$ cat src/external_move_instruction_steer_pkg.sv
package external_move_instruction_steer_pkg;

	// Register addresses on the special-function bus. Two registers share one address.
	localparam logic [7:0] ADDR_PROGRAM_STORE_CONTROL = 8'h8F;
	localparam logic [7:0] ADDR_FLASH_LIMIT_HIGH_BYTE = 8'hB7;
	localparam logic [7:0] ADDR_FLASH_TIMING_WRITE_CONTROL = 8'hB7;
	localparam logic [7:0] ADDR_EXT_PAGE_HIGH_BYTE = 8'hA2;
	localparam logic [7:0] ADDR_EXT_INTERFACE_CONFIG = 8'hA3;
	// Page select that picks between the two registers at the shared address.
	localparam logic [7:0] ADDR_PAGE_SELECT = 8'h84;
	localparam logic [7:0] PAGE_LIMIT = 8'h0F;

	// Reset values.
	localparam logic [7:0] RST_PROGRAM_STORE_CONTROL = 8'h00;
	localparam logic [7:0] RST_FLASH_LIMIT_HIGH_BYTE = 8'h00;
	localparam logic [7:0] RST_FLASH_TIMING_WRITE_CONTROL = 8'h80;
	localparam logic [7:0] RST_EXT_PAGE_HIGH_BYTE = 8'h00;
	localparam logic [7:0] RST_EXT_INTERFACE_CONFIG = 8'h03;
	localparam logic [7:0] RST_PAGE_SELECT = 8'h00;

	// Field positions.
	localparam int BIT_ONESHOT = 7;
	localparam int BIT_READ_EVERY = 6;
	localparam int BIT_GLOBAL_WE = 0;
	localparam int BIT_SCRATCH = 2;
	localparam int BIT_PAGE_ERASE = 1;
	localparam int BIT_PROG_WE = 0;
	localparam int BIT_PORT_SELECT = 5;
	localparam int BIT_MODE_HI = 3;
	localparam int BIT_MODE_LO = 2;
	// Writable masks; other bits read as zero.
	localparam logic [7:0] MASK_TIMING = 8'hC1;
	localparam logic [7:0] MASK_PROGRAM_STORE_CONTROL = 8'h07;
	localparam logic [7:0] MASK_EXTCFG = 8'h3F;

	// Memory geometry.
	localparam logic [15:0] ONCHIP_RAM_BYTES = 16'h1000;
	localparam logic [15:0] SCRATCH_MASK = 16'h007F;
	localparam logic [15:0] LOCK_PAGE_BASE = 16'hFC00;
	localparam int PAGE_SHIFT = 9;

	// One-shot sense amplifier hold time, in ns, and its cycle count at 20 MHz.
	localparam int ONESHOT_NS = 100;
	localparam int CLOCK_NS = 50;
	localparam int ONESHOT_CYCLES = (ONESHOT_NS + CLOCK_NS - 1) / CLOCK_NS;

	// Memory modes of the external data space.
	typedef enum logic [1:0] {
		MODE_INTERNAL = 2'b00,
		MODE_SPLIT_NOBANK = 2'b01,
		MODE_SPLIT_BANK = 2'b10,
		MODE_EXTERNAL = 2'b11
	} mem_mode_type;

	// One move request from the core.
	typedef struct packed {
		logic valid;
		logic write;
		logic wide;
		logic [15:0] pointer;
		logic [7:0] index;
		logic [7:0] wdata;
		logic [15:0] code_pc;
	} move_req_type;

	// One flash operation toward the array.
	typedef struct packed {
		logic read;
		logic write;
		logic erase;
		logic scratch;
		logic [15:0] addr;
		logic [7:0] wdata;
	} flash_op_type;

endpackage

$ cat src/external_move_instruction_flash_xram_steering.sv
// Strobed register access was decided locally.
`timescale 1ns/10ps
`default_nettype none
module external_move_instruction_flash_xram_steering (
	input wire logic clock_in,
	input wire logic rst_b_in,
	input wire logic [7:0] reg_addr_in,
	input wire logic [7:0] reg_wdata_in,
	input wire logic reg_write_in,
	input wire logic reg_read_in,
	output logic [7:0] reg_rdata_out,
	input wire external_move_instruction_steer_pkg::move_req_type move_in,
	input wire logic [7:0] flash_rdata_in,
	input wire logic [7:0] ext_rdata_in,
	output external_move_instruction_steer_pkg::flash_op_type flash_op_out,
	output logic sense_amp_on_out,
	output logic [7:0] move_rdata_out,
	output logic move_done_out,
	output logic ram_sel_out,
	output logic ram_write_out,
	output logic [11:0] ram_addr_out,
	output logic [7:0] ram_wdata_out,
	output logic [15:0] ext_addr_out,
	output logic ext_addr_high_oe_out,
	output logic ext_addr_low_oe_out,
	output logic [7:0] ext_data_out,
	output logic ext_data_oe_out,
	output logic ext_read_strobe_out,
	output logic ext_write_strobe_out,
	output logic high_ports_claim_out,
	output logic low_ports_claim_out
);

	// Software-visible registers, then internal state and decode signals.
	logic [7:0] timing_r;
	logic [7:0] program_store_control_r;
	logic [7:0] limit_r;
	logic limit_locked_r;
	logic [7:0] page_r;
	logic [7:0] extcfg_r;
	logic [7:0] sfr_page_r;
	logic [$clog2(external_move_instruction_steer_pkg::ONESHOT_CYCLES + 1) - 1:0] oneshot_r;
	logic [15:0] eff_addr;
	logic [15:0] limit_addr;
	logic protected_hit;
	logic offchip;
	logic drive_high;
	external_move_instruction_steer_pkg::mem_mode_type mode;
	logic [7:0] rd_nxt;

	// Shared addresses decode by the page select register.
	always_comb begin
		rd_nxt = 8'h00;
		unique case (reg_addr_in)
			external_move_instruction_steer_pkg::ADDR_PROGRAM_STORE_CONTROL: rd_nxt = program_store_control_r;
			external_move_instruction_steer_pkg::ADDR_FLASH_LIMIT_HIGH_BYTE: begin
				// Reserved bits of the control register are held at zero.
				rd_nxt = (sfr_page_r == external_move_instruction_steer_pkg::PAGE_LIMIT) ? limit_r : timing_r;
			end
			external_move_instruction_steer_pkg::ADDR_EXT_PAGE_HIGH_BYTE: rd_nxt = page_r;
			external_move_instruction_steer_pkg::ADDR_EXT_INTERFACE_CONFIG: rd_nxt = extcfg_r;
			external_move_instruction_steer_pkg::ADDR_PAGE_SELECT: rd_nxt = sfr_page_r;
			default: rd_nxt = 8'h00;
		endcase
	end

	// Register writes; limit writes lock after the first one.
	always_ff @(posedge clock_in or negedge rst_b_in) begin
		if (!rst_b_in) begin
			timing_r <= external_move_instruction_steer_pkg::RST_FLASH_TIMING_WRITE_CONTROL;
			program_store_control_r <= external_move_instruction_steer_pkg::RST_PROGRAM_STORE_CONTROL;
			limit_r <= external_move_instruction_steer_pkg::RST_FLASH_LIMIT_HIGH_BYTE;
			limit_locked_r <= 1'b0;
			page_r <= external_move_instruction_steer_pkg::RST_EXT_PAGE_HIGH_BYTE;
			extcfg_r <= external_move_instruction_steer_pkg::RST_EXT_INTERFACE_CONFIG;
			sfr_page_r <= external_move_instruction_steer_pkg::RST_PAGE_SELECT;
		end else if (reg_write_in) begin
			unique case (reg_addr_in)
				external_move_instruction_steer_pkg::ADDR_PROGRAM_STORE_CONTROL: begin
					program_store_control_r <= reg_wdata_in & external_move_instruction_steer_pkg::MASK_PROGRAM_STORE_CONTROL;
				end
				external_move_instruction_steer_pkg::ADDR_FLASH_LIMIT_HIGH_BYTE: begin
					if (sfr_page_r == external_move_instruction_steer_pkg::PAGE_LIMIT) begin
						if (!limit_locked_r) begin
							limit_r <= reg_wdata_in;
							limit_locked_r <= 1'b1;
						end
					end else begin
						timing_r <= reg_wdata_in & external_move_instruction_steer_pkg::MASK_TIMING;
					end
				end
				external_move_instruction_steer_pkg::ADDR_EXT_PAGE_HIGH_BYTE: page_r <= reg_wdata_in;
				external_move_instruction_steer_pkg::ADDR_EXT_INTERFACE_CONFIG: begin
					extcfg_r <= reg_wdata_in & external_move_instruction_steer_pkg::MASK_EXTCFG;
				end
				external_move_instruction_steer_pkg::ADDR_PAGE_SELECT: sfr_page_r <= reg_wdata_in;
				default: begin
				end
			endcase
		end
	end

	// Read data stands in the cycle after the strobe only.
	always_ff @(posedge clock_in or negedge rst_b_in) begin
		if (!rst_b_in) begin
			reg_rdata_out <= 8'h00;
		end else begin
			reg_rdata_out <= reg_read_in ? rd_nxt : 8'h00;
		end
	end

	// Effective address: full pointer or page byte with index.
	always_comb begin
		if (move_in.wide) begin
			eff_addr = move_in.pointer;
		end else begin
			eff_addr = {page_r, move_in.index};
		end
	end

	// Limit address and the protected-partition check.
	assign limit_addr = {limit_r, 8'h00};
	assign protected_hit = (move_in.code_pc >= limit_addr) && (eff_addr < limit_addr);
	assign mode = external_move_instruction_steer_pkg::mem_mode_type'(extcfg_r[external_move_instruction_steer_pkg::BIT_MODE_HI:
		external_move_instruction_steer_pkg::BIT_MODE_LO]);

	// Off-chip decision by memory mode.
	always_comb begin
		unique case (mode)
			external_move_instruction_steer_pkg::MODE_INTERNAL: offchip = 1'b0;
			external_move_instruction_steer_pkg::MODE_EXTERNAL: offchip = 1'b1;
			default: offchip = (eff_addr >= external_move_instruction_steer_pkg::ONCHIP_RAM_BYTES);
		endcase
		drive_high = move_in.wide || (mode == external_move_instruction_steer_pkg::MODE_SPLIT_BANK);
	end

	// Flash operations: writes, erases and sense amplifier reads.
	always_ff @(posedge clock_in or negedge rst_b_in) begin
		if (!rst_b_in) begin
			flash_op_out <= '0;
		end else begin
			flash_op_out <= '0;
			flash_op_out.read <= timing_r[external_move_instruction_steer_pkg::BIT_READ_EVERY];
			flash_op_out.scratch <= program_store_control_r[external_move_instruction_steer_pkg::BIT_SCRATCH];
			if (move_in.valid && move_in.write && program_store_control_r[external_move_instruction_steer_pkg::BIT_PROG_WE]) begin
				flash_op_out.addr <= program_store_control_r[external_move_instruction_steer_pkg::BIT_SCRATCH] ?
					(eff_addr & external_move_instruction_steer_pkg::SCRATCH_MASK) : eff_addr;
				flash_op_out.wdata <= move_in.wdata;
				if (timing_r[external_move_instruction_steer_pkg::BIT_GLOBAL_WE] && !protected_hit) begin
					if (program_store_control_r[external_move_instruction_steer_pkg::BIT_PAGE_ERASE]) begin
						// The lock-byte page is never erased.
						flash_op_out.erase <= program_store_control_r[external_move_instruction_steer_pkg::BIT_SCRATCH] ||
							((eff_addr >> external_move_instruction_steer_pkg::PAGE_SHIFT) !=
							(external_move_instruction_steer_pkg::LOCK_PAGE_BASE >> external_move_instruction_steer_pkg::PAGE_SHIFT));
					end else begin
						flash_op_out.write <= 1'b1;
					end
				end
			end
		end
	end

	// One-shot timer turns the sense amplifiers off after a read.
	always_ff @(posedge clock_in or negedge rst_b_in) begin
		if (!rst_b_in) begin
			oneshot_r <= '0;
			sense_amp_on_out <= 1'b0;
		end else begin
			if (flash_op_out.read || flash_op_out.write || flash_op_out.erase) begin
				oneshot_r <= ($bits(oneshot_r))'(external_move_instruction_steer_pkg::ONESHOT_CYCLES);
			end else if (oneshot_r != '0) begin
				oneshot_r <= oneshot_r - 1'b1;
			end
			// With the timer disabled the amplifiers stay on.
			sense_amp_on_out <= !timing_r[external_move_instruction_steer_pkg::BIT_ONESHOT] || (oneshot_r != '0);
		end
	end

	// Data-space access: on-chip RAM or the external pins.
	always_ff @(posedge clock_in or negedge rst_b_in) begin
		if (!rst_b_in) begin
			ram_sel_out <= 1'b0;
			ram_write_out <= 1'b0;
			ram_addr_out <= 12'h000;
			ram_wdata_out <= 8'h00;
			ext_addr_out <= 16'h0000;
			ext_addr_high_oe_out <= 1'b0;
			ext_addr_low_oe_out <= 1'b0;
			ext_data_out <= 8'h00;
			ext_data_oe_out <= 1'b0;
			ext_read_strobe_out <= 1'b0;
			ext_write_strobe_out <= 1'b0;
			high_ports_claim_out <= 1'b0;
			low_ports_claim_out <= 1'b0;
		end else begin
			ram_sel_out <= 1'b0;
			ram_write_out <= 1'b0;
			ext_addr_high_oe_out <= 1'b0;
			ext_addr_low_oe_out <= 1'b0;
			ext_data_oe_out <= 1'b0;
			ext_read_strobe_out <= 1'b0;
			ext_write_strobe_out <= 1'b0;
			high_ports_claim_out <= 1'b0;
			low_ports_claim_out <= 1'b0;
			// Program-store writes never reach the data space.
			if (move_in.valid && !(move_in.write && program_store_control_r[external_move_instruction_steer_pkg::BIT_PROG_WE])) begin
				if (!offchip) begin
					ram_sel_out <= 1'b1;
					ram_write_out <= move_in.write;
					ram_addr_out <= eff_addr[11:0];
					ram_wdata_out <= move_in.wdata;
				end else begin
					// Pins are claimed for this move only.
					high_ports_claim_out <= extcfg_r[external_move_instruction_steer_pkg::BIT_PORT_SELECT];
					low_ports_claim_out <= !extcfg_r[external_move_instruction_steer_pkg::BIT_PORT_SELECT];
					ext_addr_out <= eff_addr;
					ext_addr_low_oe_out <= 1'b1;
					ext_addr_high_oe_out <= drive_high;
					// Data drivers only on writes; output mode stays with ports.
					ext_data_oe_out <= move_in.write;
					ext_data_out <= move_in.wdata;
					ext_read_strobe_out <= !move_in.write;
					ext_write_strobe_out <= move_in.write;
				end
			end
		end
	end

	// Read answer: external data when off-chip, else flash data; zero when protected.
	always_ff @(posedge clock_in or negedge rst_b_in) begin
		if (!rst_b_in) begin
			move_rdata_out <= 8'h00;
			move_done_out <= 1'b0;
		end else begin
			move_done_out <= move_in.valid;
			if (protected_hit) begin
				move_rdata_out <= 8'h00;
			end else begin
				move_rdata_out <= offchip ? ext_rdata_in : flash_rdata_in;
			end
		end
	end

	// Only one limit write may land per reset.
	chk_limit_write_once: assert property (@(posedge clock_in) disable iff (!rst_b_in)
		limit_locked_r |=> $stable(limit_r)) else $error("limit changed twice");

	// Flash change requires global enable.
	chk_global_enable_gate: assert property (@(posedge clock_in) disable iff (!rst_b_in)
		(flash_op_out.write || flash_op_out.erase) |-> $past(timing_r[0]))
		else $error("flash change without enable");

	// Protected reads return zero.
	chk_protected_read_zero: assert property (@(posedge clock_in) disable iff (!rst_b_in)
		protected_hit |=> move_rdata_out == 8'h00) else $error("protected data leaked");

	// Input data pins never driven.
	chk_read_no_drive: assert property (@(posedge clock_in) disable iff (!rst_b_in)
		ext_read_strobe_out |-> !ext_data_oe_out) else $error("driver on input pin");

	// Pins claimed only with a strobe.
	chk_claim_with_move: assert property (@(posedge clock_in) disable iff (!rst_b_in)
		(high_ports_claim_out || low_ports_claim_out) |->
		(ext_read_strobe_out || ext_write_strobe_out)) else $error("idle claim");

	// Reserved bits stay zero.
	chk_reserved_zero: assert property (@(posedge clock_in) disable iff (!rst_b_in)
		timing_r[5:1] == 5'b00000) else $error("reserved bits set");

	// Writes with program write enable reach neither RAM nor the external pins.
	chk_write_to_flash: assert property (@(posedge clock_in) disable iff (!rst_b_in)
		(move_in.valid && move_in.write && program_store_control_r[0]) |=> !ram_write_out && !ext_write_strobe_out)
		else $error("flash write leaked");

	// The two port groups are never claimed together.
	chk_port_select: assert property (@(posedge clock_in) disable iff (!rst_b_in)
		high_ports_claim_out |-> !low_ports_claim_out) else $error("both groups");

endmodule // external_move_instruction_flash_xram_steering
`default_nettype wire

$ cat config.mk
export PLATFORM = sky130hd
export DESIGN_NAME = external_move_instruction_flash_xram_steering
export DESIGN_NICKNAME = d
export VERILOG_FILES = /design/src/external_move_instruction_steer_pkg.sv /design/src/external_move_instruction_flash_xram_steering.sv
export SDC_FILE = /design/constraint.sdc
export NUM_CORES = 1
export LEC_CHECK = 0
export ABC_AREA = 1
export BUFFER_PORTS_ARGS = -buffer_cell sky130_fd_sc_hd__buf_2
export CORE_ASPECT_RATIO = 1.25
export CORE_MARGIN = 5
export CORE_UTILIZATION = 45
export CTS_CLUSTER_SIZE = 16
export DETAILED_ROUTE_END_ITERATION = 10
export PLACE_DENSITY_LB_ADDON = 0.05
export REMOVE_ABC_BUFFERS = 1
export SLEW_MARGIN = 20
export SYNTH_ARGS = -nofsm -noshare
export SYNTH_HDL_FRONTEND = slang
export SYNTH_SLANG_ARGS = --single-unit
$ cat constraint.sdc
create_clock -name clock_in -period 5.8 [get_ports clock_in]
set_input_delay 1.45 -clock clock_in [delete_from_list [all_inputs] [get_ports clock_in]]
set_output_delay 1.45 -clock clock_in [all_outputs]
set_load 0.05 [all_outputs]
==> results.txt <==
Sequential cells were found to cover 57.0% of the synthesized design area. The warning count from the yosys run came out at 0. Hold violation count in the final report: 0.

The tools report the via count of the first global-routing pass as 5082. Net switching is 35.6% of the power. For the final standard cell count with taps included and fillers excluded, the log shows 1021. Mux contribution to synthesized area: 1.33%. The logs give 26.2% for the portion of total power attributed to combinational logic and 0 for the number of gates given a new drive strength after cts. The initial antenna violation count was 0. The final period utilization is 62.1%, and the count of cell types in the netlist is 31.

TritonCTS built the clock tree. After synthesis the cells add up to 0.00602 mm². The first detailed-routing pass ran for 4 iterations.

Entering global routing, the biggest net connects 104 pins. After clock tree synthesis, the flow added hold-fix buffers numbering 0. The share of total power dissipated in the clock network is 37.5%.

Once routing completed, OpenROAD measured the worst setup slack at 2.20 ns. A synthesized cell averages 9.29 µm². The final global-route overflow total was 0.

The floorplan has 47 rows. Total number of clock tree sinks: 137. Dividing total power by cell area gives a power density of 415 mW/mm².

The final layout contains routed wiring with a total length of 16100 µm. The run gives 58.6% as the core occupancy in the finished layout. The largest voltage drop on the vdd net is 0.214 mV.

In this run the biggest area consumer among cell types represents 55.7% of the synthesized area. Setup violations remaining at the end of the flow were counted as 0. The clock passes through at most 2 buffers. Setup repair after global routing left no endpoint under its margin.

The die width is 113 µm. The tree is rooted in a sky130_fd_sc_hd__clkbuf_16. Routability-driven placement finished with a final weighted congestion of 0.861. The later pin in the worst-skew pair is clocked with a latency of 0.41 ns. The largest total area in the synthesized netlist belongs to sky130_fd_sc_hd__dfrtp_1. Post-placement cell count: 988.

Among the stages of the critical path, the cell type that occurs most often is sky130_fd_sc_hd__a21oi_1. The detailed router finished its first iteration with 217 violations. Broken down by cell family, the worst path's largest delay share belongs to simple AND/OR/NAND/NOR gates. The die covers 0.0158 mm².

The logs give 0.0132 mm² for the area of the core and 4 for the H-tree depth. Summed over all failing endpoints, the final setup total negative slack is 0 ns. The number of antenna-violating nets in the routed design is 0.

The final layout contains 941 nets. Cells with a size suffix above 1 make up 29.8% of the layout. The signal on the critical path passes through buf_2 > inv_1 > or2_2 > o21ai_0 > inv_1 > ha_1 > a21oi_1 > a21oi_1 > nor2_1 > a21oi_1. The analysis attributes to net switching a power of 0.00114 W. Global-route wire length before repair: 26100 µm. For this run, the top clock speed supported by timing is 0.278 GHz. The flow ran to the end, and the final reports show no timing, DRC or antenna violations.

For the final database, setup skew stands at 0.00725 ns. The synthesized netlist devotes 12.4% of its cell area to compound gates. The initial core utilization is 45.7%, and the data arrival time of the critical path is 3.86 ns. The number of synthesized register bits works out to 137. The number of port buffers is 185, and the proportion of power drawn by flip-flops and latches is 36.4%.

Number of pins exceeding their max-slew limit in the final report: 0. STA puts the critical path data required time at 6.06 ns. The synthesized netlist devotes 3.74% of its cell area to adder and majority cells.

For this design, the slowest cell found on the critical path is sky130_fd_sc_hd__nor2_1. The startpoint type of the worst setup path was an input pin. The class of the tightest hold or removal check is flop to flop. From synthesis to final layout, the design area changed by 28.2%. The clock period minus final worst setup slack was 3.60 ns. The critical path in this run is classified as input pin to flop.

The total global routing track utilization is 20.9%, and the routed wirelength normalized by instance count is 15.8 µm. The synthesized netlist devotes 18.1% of its cell area to simple gates. Clock-pin slew was measured on the worst setup and hold paths at 0.06 ns.

The run gives 186 as the count of boundary I/O pins. Combinational family with the most area after synthesis: simple AND/OR/NAND/NOR gates. Post-CTS timing repair inserted 0 buffers for setup.

Headroom to the max-slew limit came out at 33.7%. In this run the static leakage power is 4.22 nW. The slew at the pin closest to its max-slew limit works out to 0.993 ns. Measured along the y axis, the die boundary spans 139 µm. TritonCTS created 17 clock buffers. Number of standard cells after synthesis: 648. Per-cell via count in the routed design: 4.89.

Across all hold checks on the routed design, the worst slack comes to 0.406 ns. The HPWL after detailed placement is 12200 µm. The tools report the placement-stage worst setup slack as 1.76 ns. For this run, the slowest stage of the critical path takes 0.48 ns. The xor/xnor cell area share of the yosys netlist came out at 0.145%.

The tools report the overall via count from detail_route as 4990. The worst setup path is captured at a flop. In the post-synthesis netlist, the biggest area contributors are sky130_fd_sc_hd__dfrtp_1, sky130_fd_sc_hd__nand2_1, sky130_fd_sc_hd__inv_1, sky130_fd_sc_hd__o21ai_0, sky130_fd_sc_hd__ha_1.

The post-detailed-route DRC marker count was 0. Along the worst path, the maximum fanout reaches 22. The sum of buffers and inverters on the critical path was 3. The tools report the cell internal power dissipation as 0.00207 W.

Max capacitance violation total: 0.
==> final cells by class <==
type                       instances  area, µm²
clock buffer                      17        425
tap                              171        214
clock inverter                    15        238
sequential                       137       3430
antenna                            1       2.50
multi-input combinational        409       2150
fill                            1216       5450
inverter                          85        319
timing repair buffer             186        940
==> worst reg2reg max path, cell delays in order, from the launching register on <==
cell                      delay [ns]
sky130_fd_sc_hd__dfrtp_1        0.37
sky130_fd_sc_hd__inv_1          0.07
sky130_fd_sc_hd__ha_1           0.33
sky130_fd_sc_hd__nand2_1        0.34
sky130_fd_sc_hd__nand3_2        0.87
sky130_fd_sc_hd__o21ai_0        0.47
==> through the flow <==
step / cell area, µm² / total power [W]
2_1_floorplan: 5900 / 0.00178
3_3_place_gp: 7060 / 0.00201
3_5_place_dp: 7060 / 0.00203
4_1_cts: 7720 / 0.00324
5_1_grt: 7720 / 0.00335
6_report: 7720 / 0.00321
==> power by group through the flow <==
stage | Clock (W) | Combinational (W) | Sequential [W]
floorplan | 0 | 0.000211 | 0.00157
global placement | 0 | 0.000832 | 0.00118
detailed placement | 0 | 0.000846 | 0.00118
CTS | 0.00123 | 0.000849 | 0.00117
global route | 0.00127 | 0.000898 | 0.00118
finish | 0.00120 | 0.000839 | 0.00117
==> routing by layer <==
| metal | routed length, µm | GRT usage (%) | vias to the layer above |
|---|---|---|---|
| li1 | - | - | 2460 |
| met1 | 6570 | 25.8 | 2341 |
| met2 | 8210 | 35.3 | 158 |
| met3 | 907 | 5.21 | 31 |
| met4 | 402 | 7.85 | 0 |
| met5 | 0 | 0 | - |
==> Yosys cell counts, drive strengths merged <==
cell type	instances
buf	16
nand2	155
nor3	10
mux2i	8
nor2	60
nand4	2
o21a	13
o22ai	2
o21ai	77
nor4	1
o211ai	4
clkbuf	1
or2	3
xor2	1
nand3	29
dfrtp	134
dfstp	3
a21o	1
ha	18
inv	85
a21oi	25
==> cell usage in the layout, fill, tap and decap left out, types with 2 or more instances in the layout <==
cell                          n
sky130_fd_sc_hd__dfrtp_1    134
sky130_fd_sc_hd__bufinv_16    5
sky130_fd_sc_hd__inv_8        2
sky130_fd_sc_hd__nor3_1      10
sky130_fd_sc_hd__nand3_1     28
sky130_fd_sc_hd__a21oi_1     25
sky130_fd_sc_hd__inv_6        3
sky130_fd_sc_hd__mux2i_1      8
sky130_fd_sc_hd__o21ai_0     50
sky130_fd_sc_hd__o22ai_1      2
sky130_fd_sc_hd__clkbuf_16   17
sky130_fd_sc_hd__o21ai_2     23
sky130_fd_sc_hd__o21a_1      13
sky130_fd_sc_hd__ha_1        18
sky130_fd_sc_hd__buf_2      184
sky130_fd_sc_hd__dfstp_2      3
sky130_fd_sc_hd__o21ai_1      4
sky130_fd_sc_hd__or2_2        2
sky130_fd_sc_hd__nor2_4       2
sky130_fd_sc_hd__clkinv_4     3
sky130_fd_sc_hd__inv_1       85
sky130_fd_sc_hd__o211ai_1     4
sky130_fd_sc_hd__nand2_1    153
sky130_fd_sc_hd__nand2_4      2
sky130_fd_sc_hd__nor2_1      57
==> cells by family (layout without fill, tap and decap cells) <==
group	after synthesis	count (layout)
multiplexers	8	8
adder cells (fa/ha/maj)	18	18
AND/OR/NAND/NOR	260	260
XOR/XNOR	1	1
flip-flops	137	137
other	0	1
buffers and inverters	102	303
AO/OA/AOI/OAI	122	122
==> registers in the layout, indices dropped and copies added, names as in the netlist, 8 cells and up <==
register / flops
ext_addr_out: 16
ext_data_out: 8
flash_op_out: 28
limit_r: 8
move_rdata_out: 8
page_r: 8
ram_addr_out: 12
ram_wdata_out: 8
reg_rdata_out: 8
sfr_page_r: 8
==> path summary, 6_finish.rpt <==
path	cells past startpoint	from	slack (ns)	end
setup reg to reg	5	extcfg_r[2]	3.23	ext_data_out[5]
hold / removal	0	timing_r[6]	0.41	flash_op_out[27]
max in group asynchronous	2	rst_b_in	3.60	extcfg_r[1]
min in group asynchronous	1	rst_b_in	1.14	ram_wdata_out[7]
setup / recovery	10	move_in[48]	2.20	move_rdata_out[0]
hold reg to reg	0	timing_r[6]	0.41	flash_op_out[27]
Note: power is estimated with default switching activity, not from simulation.
